**config.mk**
```make
export PLATFORM = sky130hd
export DESIGN_NAME = tsb_batch_delay
export DESIGN_NICKNAME = d
export VERILOG_FILES = /design/src/verilog/tsb_pkg.sv /design/src/verilog/tsb_batch_delay.sv
export VERILOG_INCLUDE_DIRS = /design/src /design/src/verilog
export SDC_FILE = /design/constraint.sdc
export NUM_CORES = 1
export LEC_CHECK = 0
export ABC_AREA = 0
export BUFFER_PORTS_ARGS = -buffer_cell sky130_fd_sc_hd__buf_2
export CORE_ASPECT_RATIO = 1.75
export CORE_MARGIN = 4
export CORE_UTILIZATION = 41
export DETAILED_ROUTE_END_ITERATION = 16
export PLACE_DENSITY = 0.8
export SETUP_SLACK_MARGIN = 0.1
export SYNTH_ARGS = -nofsm -noshare
export SYNTH_HDL_FRONTEND = slang
export SYNTH_SLANG_ARGS = --single-unit
```
**constraint.sdc**
```tcl
create_clock -name aclk -period 2.1 [get_ports aclk]
set_clock_uncertainty 0.05 [all_clocks]
set_input_delay 0.105 -clock aclk [delete_from_list [all_inputs] [get_ports aclk]]
set_output_delay 0.105 -clock aclk [all_outputs]
set_load 0.02 [all_outputs]
```
**src/verilog/tsb_cfg.svh**
```systemverilog
`ifndef TSB_CFG_SVH
`define TSB_CFG_SVH
// Register byte addresses (preprocessor config index Eh times four)
`define TSB_IDX_PRECFG 4'hE
`define TSB_ADDR_PRECFG 8'h38
`define TSB_ADDR_BATCH 8'h00
`define TSB_ADDR_SCAN 8'h04
`define TSB_ADDR_STATUS 8'h08
// Reset values
`define TSB_RST_PRECFG 16'h0000
`define TSB_RST_BATCH 3'h0
// Writable bits of preprocessor config: D15..D10, D4..D1
`define TSB_PRECFG_WMASK 16'hFC1E
`define TSB_PRECFG_WMASK_LO 8'h1E
`define TSB_PRECFG_WMASK_HI 8'hFC
// Scan control bits
`define TSB_SCAN_START_BIT 0
`define TSB_SCAN_STOP_BIT 1
// Timing
`define TSB_CLK_HZ 20000000
`define TSB_TICK_MS 1
`define TSB_TICK_CYC ((`TSB_CLK_HZ / 1000) * `TSB_TICK_MS)
`define TSB_D1_MS 7'h01
`define TSB_D2_MS 7'h02
`define TSB_D3_MS 7'h04
`define TSB_D4_MS 7'h0A
`define TSB_D5_MS 7'h14
`define TSB_D6_MS 7'h28
`define TSB_D7_MS 7'h64
`endif

```
**src/verilog/tsb_pkg.sv**
```systemverilog
package tsb_pkg;
  typedef enum logic [1:0] {
    TSB_IDLE,
    TSB_CONVERT,
    TSB_WAIT
  } tsb_state_t;

  typedef struct packed {
    logic [7:0] addr;
    logic [31:0] data;
  } tsb_wreq_t;

  typedef struct packed {
    logic [2:0] batch_delay_select;
    logic [15:0] preprocessor_config;
  } tsb_cfg_t;
endpackage : tsb_pkg

```
**src/verilog/tsb_batch_delay.sv**
```systemverilog
// What this block does
// - Selector zero inserts no delay; throughput set by conversion timing only.
// - Codes 001..111 give 1,2,4,10,20,40,100 ms delays.
// - After first set, wait idle until selected delay fully expires.
// - Starting next set on persistent touch restarts delay from full value.
// - Repeat paced sets until touch gone, stop command, or reset.
// - 16-bit preprocessor config at index Eh, resets to 0000h.
// - Delay timer starts when a touch starts the conversion scan.
// - If conversion time exceeds delay, conversion time sets the pace.
//
// Decided for this implementation: the AXI4-Lite slave port.
`timescale 1ns/10ps
`include "tsb_cfg.svh"
module tsb_batch_delay
  import tsb_pkg::*;
(
  input wire logic aclk,
  input wire logic aresetn,
  input wire logic [31:0] s_axi_awaddr,
  input wire logic s_axi_awvalid,
  output logic s_axi_awready,
  input wire logic [31:0] s_axi_wdata,
  input wire logic [3:0] s_axi_wstrb,
  input wire logic s_axi_wvalid,
  output logic s_axi_wready,
  output logic [1:0] s_axi_bresp,
  output logic s_axi_bvalid,
  input wire logic s_axi_bready,
  input wire logic [31:0] s_axi_araddr,
  input wire logic s_axi_arvalid,
  output logic s_axi_arready,
  output logic [31:0] s_axi_rdata,
  output logic [1:0] s_axi_rresp,
  output logic s_axi_rvalid,
  input wire logic s_axi_rready,
  input wire logic pen_touch,
  input wire logic set_done,
  output logic set_start,
  output logic scan_active
);

  // Pin synchroniser: first stage read only by second
  logic touch_s1_reg;
  logic touch_s2_reg;
  always_ff @(posedge aclk) begin
    if (!aresetn) begin
      touch_s1_reg <= 1'b0;
      touch_s2_reg <= 1'b0;
    end else begin
      touch_s1_reg <= pen_touch;
      touch_s2_reg <= touch_s1_reg;
    end
  end

  // Write channel state
  logic aw_held_reg, aw_held_next;
  logic w_held_reg, w_held_next;
  logic bvalid_reg, bvalid_next;
  logic [1:0] bresp_reg, bresp_next;
  tsb_wreq_t wreq_reg, wreq_next;
  logic [3:0] wstrb_reg, wstrb_next;
  tsb_cfg_t cfg_reg, cfg_next;
  logic start_cmd, stop_cmd;
  logic do_write;

  // Registers
  always_comb begin
    aw_held_next = aw_held_reg;
    w_held_next = w_held_reg;
    wreq_next = wreq_reg;
    wstrb_next = wstrb_reg;
    bvalid_next = bvalid_reg;
    bresp_next = bresp_reg;
    cfg_next = cfg_reg;
    start_cmd = 1'b0;
    stop_cmd = 1'b0;
    do_write = aw_held_reg && w_held_reg && !bvalid_reg;
    if (s_axi_awvalid && s_axi_awready) begin
      aw_held_next = 1'b1;
      wreq_next.addr = s_axi_awaddr[7:0];
    end
    if (s_axi_wvalid && s_axi_wready) begin
      w_held_next = 1'b1;
      wreq_next.data = s_axi_wdata;
      wstrb_next = s_axi_wstrb;
    end
    if (do_write) begin
      aw_held_next = 1'b0;
      w_held_next = 1'b0;
      bvalid_next = 1'b1;
      bresp_next = 2'h0;
      case (wreq_reg.addr)
        `TSB_ADDR_BATCH: begin
          if (wstrb_reg[0]) begin
            cfg_next.batch_delay_select = wreq_reg.data[2:0];
          end
        end
        `TSB_ADDR_PRECFG: begin
          // Per-lane masks keep reserved bits at zero
          // Byte masks sized to the lane, no silent truncation
          if (wstrb_reg[0]) begin
            cfg_next.preprocessor_config[7:0] =
              wreq_reg.data[7:0] & `TSB_PRECFG_WMASK_LO;
          end
          if (wstrb_reg[1]) begin
            cfg_next.preprocessor_config[15:8] =
              wreq_reg.data[15:8] & `TSB_PRECFG_WMASK_HI;
          end
        end
        `TSB_ADDR_SCAN: begin
          if (wstrb_reg[0]) begin
            start_cmd = wreq_reg.data[`TSB_SCAN_START_BIT];
            stop_cmd = wreq_reg.data[`TSB_SCAN_STOP_BIT];
          end
        end
        `TSB_ADDR_STATUS: begin
          bresp_next = 2'h0;
        end
        default: begin
          bresp_next = 2'h2;
        end
      endcase
    end
    if (bvalid_reg && s_axi_bready) begin
      bvalid_next = 1'b0;
    end
  end

  always_ff @(posedge aclk) begin
    if (!aresetn) begin
      aw_held_reg <= 1'b0;
      w_held_reg <= 1'b0;
      wreq_reg <= '0;
      wstrb_reg <= 4'h0;
      bvalid_reg <= 1'b0;
      bresp_reg <= 2'h0;
      cfg_reg.batch_delay_select <= `TSB_RST_BATCH;
      cfg_reg.preprocessor_config <= `TSB_RST_PRECFG;
    end else begin
      aw_held_reg <= aw_held_next;
      w_held_reg <= w_held_next;
      wreq_reg <= wreq_next;
      wstrb_reg <= wstrb_next;
      bvalid_reg <= bvalid_next;
      bresp_reg <= bresp_next;
      cfg_reg <= cfg_next;
    end
  end

  assign s_axi_awready = !aw_held_reg;
  assign s_axi_wready = !w_held_reg;
  assign s_axi_bvalid = bvalid_reg;
  assign s_axi_bresp = bresp_reg;

  // Scan sequencer and millisecond timer
  tsb_state_t state_reg, state_next;
  logic [14:0] tick_cnt_reg, tick_cnt_next;
  logic [6:0] ms_cnt_reg, ms_cnt_next;
  logic set_busy_reg, set_busy_next;
  logic start_pend_reg, start_pend_next;
  logic [6:0] delay_ms;
  logic delay_done;

  // Delay lookup from selector code
  always_comb begin
    case (cfg_reg.batch_delay_select)
      3'h1: delay_ms = `TSB_D1_MS;
      3'h2: delay_ms = `TSB_D2_MS;
      3'h3: delay_ms = `TSB_D3_MS;
      3'h4: delay_ms = `TSB_D4_MS;
      3'h5: delay_ms = `TSB_D5_MS;
      3'h6: delay_ms = `TSB_D6_MS;
      3'h7: delay_ms = `TSB_D7_MS;
      default: delay_ms = 7'h00;
    endcase
  end

  // Live selector: a change mid-delay applies at once
  assign delay_done = (ms_cnt_reg >= delay_ms);

  always_comb begin
    state_next = state_reg;
    tick_cnt_next = tick_cnt_reg;
    ms_cnt_next = ms_cnt_reg;
    set_busy_next = set_busy_reg;
    start_pend_next = start_pend_reg || start_cmd;
    set_start = 1'b0;
    // Millisecond tick, saturating so a long set cannot wrap
    if (tick_cnt_reg == 15'(`TSB_TICK_CYC - 1)) begin
      tick_cnt_next = 15'h0000;
      if (ms_cnt_reg != 7'h7F) begin
        ms_cnt_next = ms_cnt_reg + 7'h01;
      end
    end else begin
      tick_cnt_next = tick_cnt_reg + 15'h0001;
    end
    if (set_done) begin
      set_busy_next = 1'b0;
    end
    case (state_reg)
      TSB_IDLE: begin
        if (touch_s2_reg && start_pend_reg && !stop_cmd) begin
          state_next = TSB_CONVERT;
          set_start = 1'b1;
          set_busy_next = 1'b1;
          start_pend_next = 1'b0;
          tick_cnt_next = 15'h0000;
          ms_cnt_next = 7'h00;
        end
      end
      TSB_CONVERT: begin
        // Conversion time dominates when longer than delay
        if (set_done || !set_busy_reg) begin
          state_next = TSB_WAIT;
        end
      end
      TSB_WAIT: begin
        if (delay_done && touch_s2_reg) begin
          state_next = TSB_CONVERT;
          set_start = 1'b1;
          set_busy_next = 1'b1;
          tick_cnt_next = 15'h0000;
          ms_cnt_next = 7'h00;
        end
      end
      default: begin
        state_next = TSB_IDLE;
      end
    endcase
    // Touch loss or stop ends the scan
    if (state_reg != TSB_IDLE && (stop_cmd || !touch_s2_reg)) begin
      state_next = TSB_IDLE;
      set_start = 1'b0;
      set_busy_next = 1'b0;
      start_pend_next = 1'b0;
    end
  end

  always_ff @(posedge aclk) begin
    if (!aresetn) begin
      state_reg <= TSB_IDLE;
      tick_cnt_reg <= 15'h0000;
      ms_cnt_reg <= 7'h00;
      set_busy_reg <= 1'b0;
      start_pend_reg <= 1'b0;
    end else begin
      state_reg <= state_next;
      tick_cnt_reg <= tick_cnt_next;
      ms_cnt_reg <= ms_cnt_next;
      set_busy_reg <= set_busy_next;
      start_pend_reg <= start_pend_next;
    end
  end

  assign scan_active = (state_reg != TSB_IDLE);

  // Read channel; data registered at address acceptance
  logic rvalid_reg, rvalid_next;
  logic [31:0] rdata_reg, rdata_next;
  logic [1:0] rresp_reg, rresp_next;
  always_comb begin
    rvalid_next = rvalid_reg;
    rdata_next = rdata_reg;
    rresp_next = rresp_reg;
    if (s_axi_arvalid && s_axi_arready) begin
      rvalid_next = 1'b1;
      rresp_next = 2'h0;
      case (s_axi_araddr[7:0])
        `TSB_ADDR_BATCH: rdata_next = {29'h0, cfg_reg.batch_delay_select};
        `TSB_ADDR_PRECFG: rdata_next = {16'h0, cfg_reg.preprocessor_config};
        `TSB_ADDR_SCAN: rdata_next = 32'h0000_0000;
        `TSB_ADDR_STATUS: begin
          rdata_next = {16'h0, 1'b0, ms_cnt_reg, 4'h0,
            start_pend_reg, touch_s2_reg, set_busy_reg, scan_active};
        end
        default: begin
          rdata_next = 32'h0000_0000;
          rresp_next = 2'h2;
        end
      endcase
    end else if (rvalid_reg && s_axi_rready) begin
      rvalid_next = 1'b0;
    end
  end

  always_ff @(posedge aclk) begin
    if (!aresetn) begin
      rvalid_reg <= 1'b0;
      rdata_reg <= 32'h0000_0000;
      rresp_reg <= 2'h0;
    end else begin
      rvalid_reg <= rvalid_next;
      rdata_reg <= rdata_next;
      rresp_reg <= rresp_next;
    end
  end

  assign s_axi_arready = !rvalid_reg;
  assign s_axi_rvalid = rvalid_reg;
  assign s_axi_rdata = rdata_reg;
  assign s_axi_rresp = rresp_reg;

endmodule : tsb_batch_delay

```
**After elaboration in Yosys (flattened, before gate mapping)**

Index checks and enable logic that the tools add are counted.
Widths: inputs -> output; s select.

- Word-level logic and storage cells: 114
- Output and inout bits: 43
- Bits in writable memories: 0
- Input port bits: 109
- Bits in latches: 0
- Memories kept: 0
- Flip-flop bits (word level): 107
- Memory bits (read-only): 0

- Shift operators: 0
- Multiply operators: 0
- Reduce and logical (&&, ||, !) cells: 35
- Magnitude comparators: 1
- Eq/ne operators: 20
- Divide/modulo/power cells: 0
- Muxes and demuxes: 35
- Add/subtract/negate cells: 2
- Bitwise logic cells: 1

Operator list:

| operator | count |
|---|---|
| $pmux 7 s7 | 1 |
| $pmux 16 s3 | 1 |
| $mux 15 | 3 |
| $pmux 15 s2 | 1 |
| $mux 7 | 4 |
| $eq 8x3->1 const B | 2 |
| $eq 8x4->1 const B | 2 |
| $eq 8x6->1 const B | 2 |
| $logic_not 8->1 | 2 |
| $mux 1 | 16 |
| $add 15x1->15 const B | 1 |
| $eq 15x15->1 const B | 1 |
| $pmux 7 s2 | 1 |
| $eq 3x3->1 const B | 4 |
| $reduce_and 3->1 | 4 |
| $logic_and 1x1->1 | 11 |
| $mux 2 | 5 |
| $reduce_or 4->1 | 2 |
| $add 7x1->7 const B | 1 |
| $ge 7x7->1 | 1 |
| $logic_not 1->1 | 7 |
| $ne 7x7->1 const B | 1 |
| $eq 3x2->1 const B | 2 |
| $ne 2x2->1 const B | 3 |
| other kinds (10) | 16 |

**Depth between registers and ports, before layout**

Gate-level depths: netlist of the first run.

- Depth in word-level cells: 8
- Gate-level depth with buffers: 10
- Depth with buffers taken out: 8

**Worst setup path after synthesis of the first run**

Ideal clock, no wire load.

- Path type: register to output
- Start point: register cfg_reg[18] in the netlist's numbering
- End point: output set_start
- Cell stages (with the launch flop): 9
- Setup slack: -0.074 ns
- Data required time: 1.945 ns
- Arrival time: 2.019 ns
- Buffers on the path: 1
- Cells stage by stage: dfxtp_1 -> clkbuf_1 -> nand3b_1 -> ha_1 -> a211oi_1 -> nor2_1 -> a211oi_1 -> a2bb2oi_1 -> nor2_1

- Word-level cells in the longest chain between the ends: 7
- Elaborated cells between the ends (all ways): 13
- Classes of those cells: 1 x order compare; 7 x eq/ne; 4 x mux; 1 x reduce/logical

Ends and longest elaborated chain:

| item | RTL line | source |
|---|---|---|
| from (decl) | tsb_batch_delay.sv:62 | `tsb_cfg_t cfg_reg, cfg_next;` |
| from (signal assigned) | tsb_batch_delay.sv:146 | `cfg_reg <= cfg_next;` |
| $eq 3x3->1 (tied with other cells) | tsb_batch_delay.sv:166 | `case (cfg_reg.batch_delay_select)` |
| $pmux 7 s7 (*) | tsb_batch_delay.sv:166 |  |
| $ge 7x7->1 (*) | tsb_batch_delay.sv:179 | `assign delay_done = (ms_cnt_reg >= delay_ms);` |
| $logic_and 1x1->1 (*) | tsb_batch_delay.sv:218 | `if (delay_done && touch_s2_reg) begin` |
| $mux 1 (*) | tsb_batch_delay.sv:218 |  |
| $pmux 1 s2 (*) | tsb_batch_delay.sv:200 | `case (state_reg)` |
| $mux 1 (*) | tsb_batch_delay.sv:231 | `if (state_reg != TSB_IDLE && (stop_cmd \|\| !touch_s2_reg)) begin` |
| to (decl) | tsb_batch_delay.sv:38 | `output logic set_start,` |

Mark *: on every way between the ends. The rest lies on a longest branch, timed or not.

**Worst setup path in the final report of the first run**

- Start point: register cfg_reg[17] in the netlist's numbering
- End point: output set_start

The elaborated chain is that of the path after synthesis.

==> impl_results.md, run 1 <==
* Largest net degree at the start of global routing at 44
* Leakage at 0.001988 uW
* Antenna violations before repair at 0
* GR Util All Layers at 16.94%
* Critical Path Slowest Stage Cell: dfxtp_4
* Final hold vios at 0
* Crit Path Class: reg2out
* Drt first pass iters at 4
* FP Rows at 45
* Initial Utilization at 42.36%
* Post-route ant nets at 0
* DR iter-0 viols at 182
* H-tree levels at 3
* Commonest non-fill, non-tap cells in the layout: dfxtp_1, nand2_1, buf_2
* Global placer's final weighted congestion at 0.9109
* Sw frac at 22.72%
* Xor-xnor portion of the synthesized cell area at 4.001%
* Post-layout instance area at 5005 sq um
* Largest register FFs at 19
* Clk_lat worst skew at 340 ps
* Worst hold slack at 8.294 ps
* Final setup violation count at 1
* Post-synthesis mux area share at 5.380%
* Vias at 3,388
* Setup TNS at -136.6 ps
* DR WL/cell at 13.94 um
* Post-synth EDFFs at 0
* IR drop worst, VDD at 0.0006774 V
* Synth warnings at 0
* CP Max Fanout at 7
* WP data arrival at 2080 ps
* Die width at 80.02 um
* First-pass GRT wire length at 14,510 um
* Post-Synthesis Cells at 439
* Largest family of logic cells by synthesized area: simple AND/OR/NAND/NOR gates
* Vias/cell at 5.118
* Io pins at 152
* Total Wirelength at 9225 um
* Min Clock Period, post-route at 2237 ps
* Switching power at 804.8 uW
* Crit path largest cell delay at 370 ps
* CTS tree: done
* Crit start category: flip-flop
* Failing checks: setup timing
* Logic pwr share at 9.4%
* Layout cell share with drive strength beyond 1 at 26.42%
* Post-placement cell count at 617
* Clk buf depth at 2
* Post-DP HPWL at 6235 um
* Clock root buffer: clkbuf_16
* Status: complete, but fails checks
* Count of cell types in the netlist at 49
* Critical Path Sink Type: output pin
* Max cap viols at 0
* Final setup margin at -136.6 ps
* Power Density at 707.9 nW/um^2
* Area Overhead vs Synth at 34.50%
* Final core occ at 56.98%
* Synth Area in Compound Gates at 11.26%
* Residual DRC count at 0
* Tightest Hold Check Type: in2reg
* Slew headroom at 55.91%
* Main flop type after synthesis: dfxtp_1
* Commonest non-fill, non-tap cell in the layout: dfxtp_1
* Worst path cell trace: nand3b_1, ha_1, a211oi_2, nor2_1, a211oi_2, a2bb2oi_2, nor2_1, buf_4
* Synthesized area per cell at 8.476 sq um
* Core area at 8783 sq um
* Post-synthesis adder-cell area fraction at 3.026%
* Period utilization at 106.5%
* N_diodes at 0
* Clock Sinks at 81
* Synthesized area at 3721 sq um
* Max Slew Vio Count at 0
* Die height at 134.0 um
* Post-Layout Cell Count at 662
* Port bufs at 59
* Vias in the first global route at 3,231
* Placed cell area at 4165 sq um
* # nets final at 660
* Power Internal at 2738 uW
* Reg power frac at 45.4%
* Sequential area share after synthesis at 43.58%
* Clock share of power at 45.2%
* Seq cells post-synth at 81
* Worst Path Required at 1950 ps
* Num CTS Buffers at 9
* Synth async-reset ratio at 0%
* RSZ-0062 raised after global routing: true
* Slew @ Worst Pin at 658.9 ps
* Clock transition at path regs at 60 ps
* Synth Area in Simple Gates at 25.69%
* Grt ovf at 0
* Die area at 10,720 sq um
* FMAX at 0.4471 GHz
power groups by stage:
stage               registers [uW]  logic [uW]  clock network [uW]
global route                  1610         365                1680
CTS                           1600         308                1610
global placement              1640         259                   0
detailed placement            1640         265                   0
floorplan                     1640         204                   0
finish                        1610         333                1600
stage by stage:
step / worst slack [ps] / power [uW]
after floorplan: 113.0 / 1843
after global placement: 84.03 / 1896
after detailed placement: 38.07 / 1906
after CTS: -124.5 / 3520
after global routing: -227.0 / 3657
final: -136.6 / 3543
layer usage:
metal  vias to the layer above  wire length [um]  global-route usage (%)
met5                         -                 0                       0
met4                         0               294                   8.365
met3                        24               488                   4.973
met2                       124              4820                   28.64
met1                      1581              3621                   19.02
li1                       1659                 -                       -
critical path, delay by kind of cell (launching register included):
family / cells / cell delay (ps)
AO/OA/AOI/OAI: 3 / 600
flip-flops: 1 / 370
AND/OR/NAND/NOR: 3 / 310
adder cells (fa/ha/maj): 1 / 300
buffers and inverters: 1 / 160
synthesized netlist by cell type (all sizes together) (4+ instances only):
cell type	instances	area (sq um)
dfxtp	81	1622
nor2	66	247.7
nand2	64	242.7
a21oi	29	145.1
nand3	23	115.1
buf	22	168.9
mux2i	20	200.2
clkbuf	13	48.80
o21ai	13	68.82
inv	11	41.29
xnor2	10	87.58
ha	9	112.6
a22oi	8	60.06
xor2	7	61.31
nor2b	6	37.54
nor4	6	82.58
and2	5	31.28
nand2b	5	31.28
and3	4	25.02
nor3	4	20.02
cell families after synthesis:
kind of cell | after synthesis
AO/OA/AOI/OAI | 67
XOR/XNOR | 17
adder cells (fa/ha/maj) | 9
buffers and inverters | 46
flip-flops | 81
multiplexers | 20
other | 1
AND/OR/NAND/NOR | 198
layout make-up:
type / count / area (sq um)
repair buffers: 107 / 754.5
inverters: 11 / 41.29
clock inverters: 3 / 67.56
flip-flops and latches: 81 / 1635
multi-input cells: 332 / 2127
well taps: 117 / 146.4
fillers: 732 / 3779
clock buffers: 11 / 232.7
final timing paths:
path                                   start                         to  slack [ps]  depth (start not counted)
setup / recovery    cfg_reg[17]$_SDFFE_PN0P_                  set_start        -140                          8
hold / removal                 s_axi_arvalid  s_axi_rvalid$_SDFFE_PN0P_           8                          3
setup reg to reg  tick_cnt_reg[8]$_SDFF_PN0_   ms_cnt_reg[5]$_SDFF_PN0_          90                          5
hold reg to reg      touch_s1_reg$_SDFF_PN0_    touch_s2_reg$_SDFF_PN0_         390                          1
what timing repair did:
item / 4_1_cts / 5_1_grt
pin swaps: 6 / 27
gates resized for setup: 21 / 45
setup endpoints to repair: 25 / 33
buffers inserted: 2 / 6
gates cloned: 0 / 1
hold endpoints to repair: 25 / 0
hold buffers: 25 / 0
Note: power is estimated with default switching activity, not from simulation.
==> run 2: changes to the inputs <==
--- a/config.mk
+++ b/config.mk
@@ -9,9 +9,10 @@
 export ABC_AREA = 0
 export BUFFER_PORTS_ARGS = -buffer_cell sky130_fd_sc_hd__buf_2
 export CORE_ASPECT_RATIO = 1.75
-export CORE_MARGIN = 4
+export CORE_MARGIN = 2
 export CORE_UTILIZATION = 41
 export DETAILED_ROUTE_END_ITERATION = 16
+export MAX_ROUTING_LAYER = met4
 export PLACE_DENSITY = 0.8
 export SETUP_SLACK_MARGIN = 0.1
 export SYNTH_ARGS = -nofsm -noshare
==> impl_results.md, run 2 (synthesis gave the netlist of run 1 again) <==
* Status: complete, but fails checks
* Failing checks: setup timing
* Critical path endpoint: set_start
* Max cap viols at 0
* Crit Path Class: reg2out
* Layout cell share with drive strength beyond 1 at 25.59%
* Final setup margin at -155.3 ps
* Port bufs at 59
* Die width at 76.02 um
* Clock Sinks at 81
* Num CTS Buffers at 9
* # nets final at 664
* Slew @ Worst Pin at 670.7 ps
* Residual DRC count at 0
* Max Slew Vio Count at 0
* Min Clock Period, post-route at 2255 ps
* Vias at 3,355
* R2R Path End: ms_cnt_reg[4]$_SDFF_PN0_
* Vias in the first global route at 3,175
* Power Density at 672.9 nW/um^2
* Die area at 9884 sq um
* Drt first pass iters at 4
* Global placer's final weighted congestion at 0.8982
* Initial Utilization at 41.71%
* Final setup violation count at 1
* Io pins at 152
* FMAX at 0.4434 GHz
* CP Max Fanout at 7
* Tightest Hold Check Type: in2reg
* Area Overhead vs Synth at 34.57%
* Period utilization at 107.4%
* Crit start category: flip-flop
* Pre-CTS setup slack at 29.27 ps
* Fill cells at 781
* Leakage at 0.002001 uW
* Placed cell area at 4184 sq um
* Worst hold slack at 63.17 ps
* Critical Path Sink Type: output pin
* Core area at 8921 sq um
* DR WL/cell at 12.87 um
* WP data arrival at 2100 ps
* Reg2reg path depth at 5
* DR iter-0 viols at 163
* Post-placement cell count at 622
* Grt ovf at 0
* Die height at 130.0 um
* Total Wirelength at 8635 um
* Commonest non-fill, non-tap cell in the layout: dfxtp_1
* Clk buf depth at 2
* Commonest non-fill, non-tap cells in the layout: dfxtp_1, nand2_1, buf_2
* Reg-to-reg startpoint: tick_cnt_reg[7]$_SDFF_PN0_
* GR Util All Layers at 17.74%
* IR drop worst, VDD at 0.0005269 V
* CTS tree: done
* RSZ-0062 raised after global routing: true
* Post-Layout Cell Count at 671
* Final hold vios at 0
* Post-DP HPWL at 6116 um
* Largest register FFs at 19
* Antenna violations before repair at 0
* N_diodes at 0
* Clk_lat worst skew at 330 ps
* Clock transition at path regs at 60 ps
* Largest net degree at the start of global routing at 44
* Worst Path Required at 1950 ps
* Flop-to-flop setup slack at 80 ps
* Setup TNS at -155.3 ps
* Post-route ant nets at 0
* Slew headroom at 55.12%
* FP Rows at 46
* First-pass GRT wire length at 13,900 um
* Clock root buffer: clkbuf_16
* H-tree levels at 3
* Vias/cell at 5.000
* Origin of the worst setup path: cfg_reg[17]$_SDFFE_PN0P_
* Post-layout instance area at 5007 sq um
-- run 2: cell count changes in the layout (fill, tap and decap cells not counted), sizes merged --
cell	change
bufinv	-2
clkinv	+1
dlygate4sd3	+2
buf	+2
clkbuf	+3
-- run 2: worst max-delay path, stage by stage, from the launching register on --
cell and delay (ps):
dfxtp_4 370, nand3b_1 210, ha_4 250, a211oi_2 170, nor2_1 80, a211oi_2 280
a2bb2oi_2 180, nor2_1 60, buf_2 150
-- run 2: per-layer routing --
metal / vias to the layer above / wire [um] / GRT usage (%)
met5: - / 0 / -
met4: 0 / 223 / 8.235
met3: 24 / 352 / 3.458
met2: 102 / 4542 / 31.62
met1: 1556 / 3517 / 19.08
li1: 1673 / - / -
-- run 2: area by class of cell --
type,instances,area [sq um],area share (%)
clock buffer,14,264.0,5.272
clock inverter,2,12.51,0.2499
inverter,11,41.29,0.8246
multi-input combinational,332,2118,42.30
sequential,81,1630,32.56
tap,120,150.1,2.999
timing repair buffer,111,790.8,15.79
-- run 2: how the worst min path moves through the flow --
stage	start	to	slack [ps]	cells after the start
3_3_place_gp	s_axi_rready	s_axi_rvalid$_SDFFE_PN0P_	240	2
6_report	set_done	state_reg[0]$_SDFFE_PP0P_	60	4
2_1_floorplan	s_axi_rready	s_axi_rvalid$_SDFFE_PN0P_	150	1
3_5_place_dp	s_axi_rready	s_axi_rvalid$_SDFFE_PN0P_	250	2
5_1_grt	aresetn	w_held_reg$_SDFFE_PP0P_	90	3
4_1_cts	set_done	state_reg[0]$_SDFFE_PP0P_	40	4
-- run 2: repair_timing --
action	4_1_cts	5_1_grt
setup buffers	3	3
gates cloned	0	1
endpoints found under the setup margin	23	33
endpoints found under the hold margin	26	0
hold buffers	27	0
pin swaps	2	30
gates resized for setup	7	53
-- run 2: power by group --
group	leakage, uW	internal (uW)	switching [uW]
clock	0.000133	864	571
combinational	0.00121	138	191
sequential	0.000660	1570	30.2
-- run 2: per-stage QoR --
stage                     utilization, %  power (uW)
after CTS                          53.63        3376
final                              56.13        3369
after floorplan                        -        1843
after global routing               56.13        3492
after detailed placement           46.90        1906
after global placement             46.90        1898
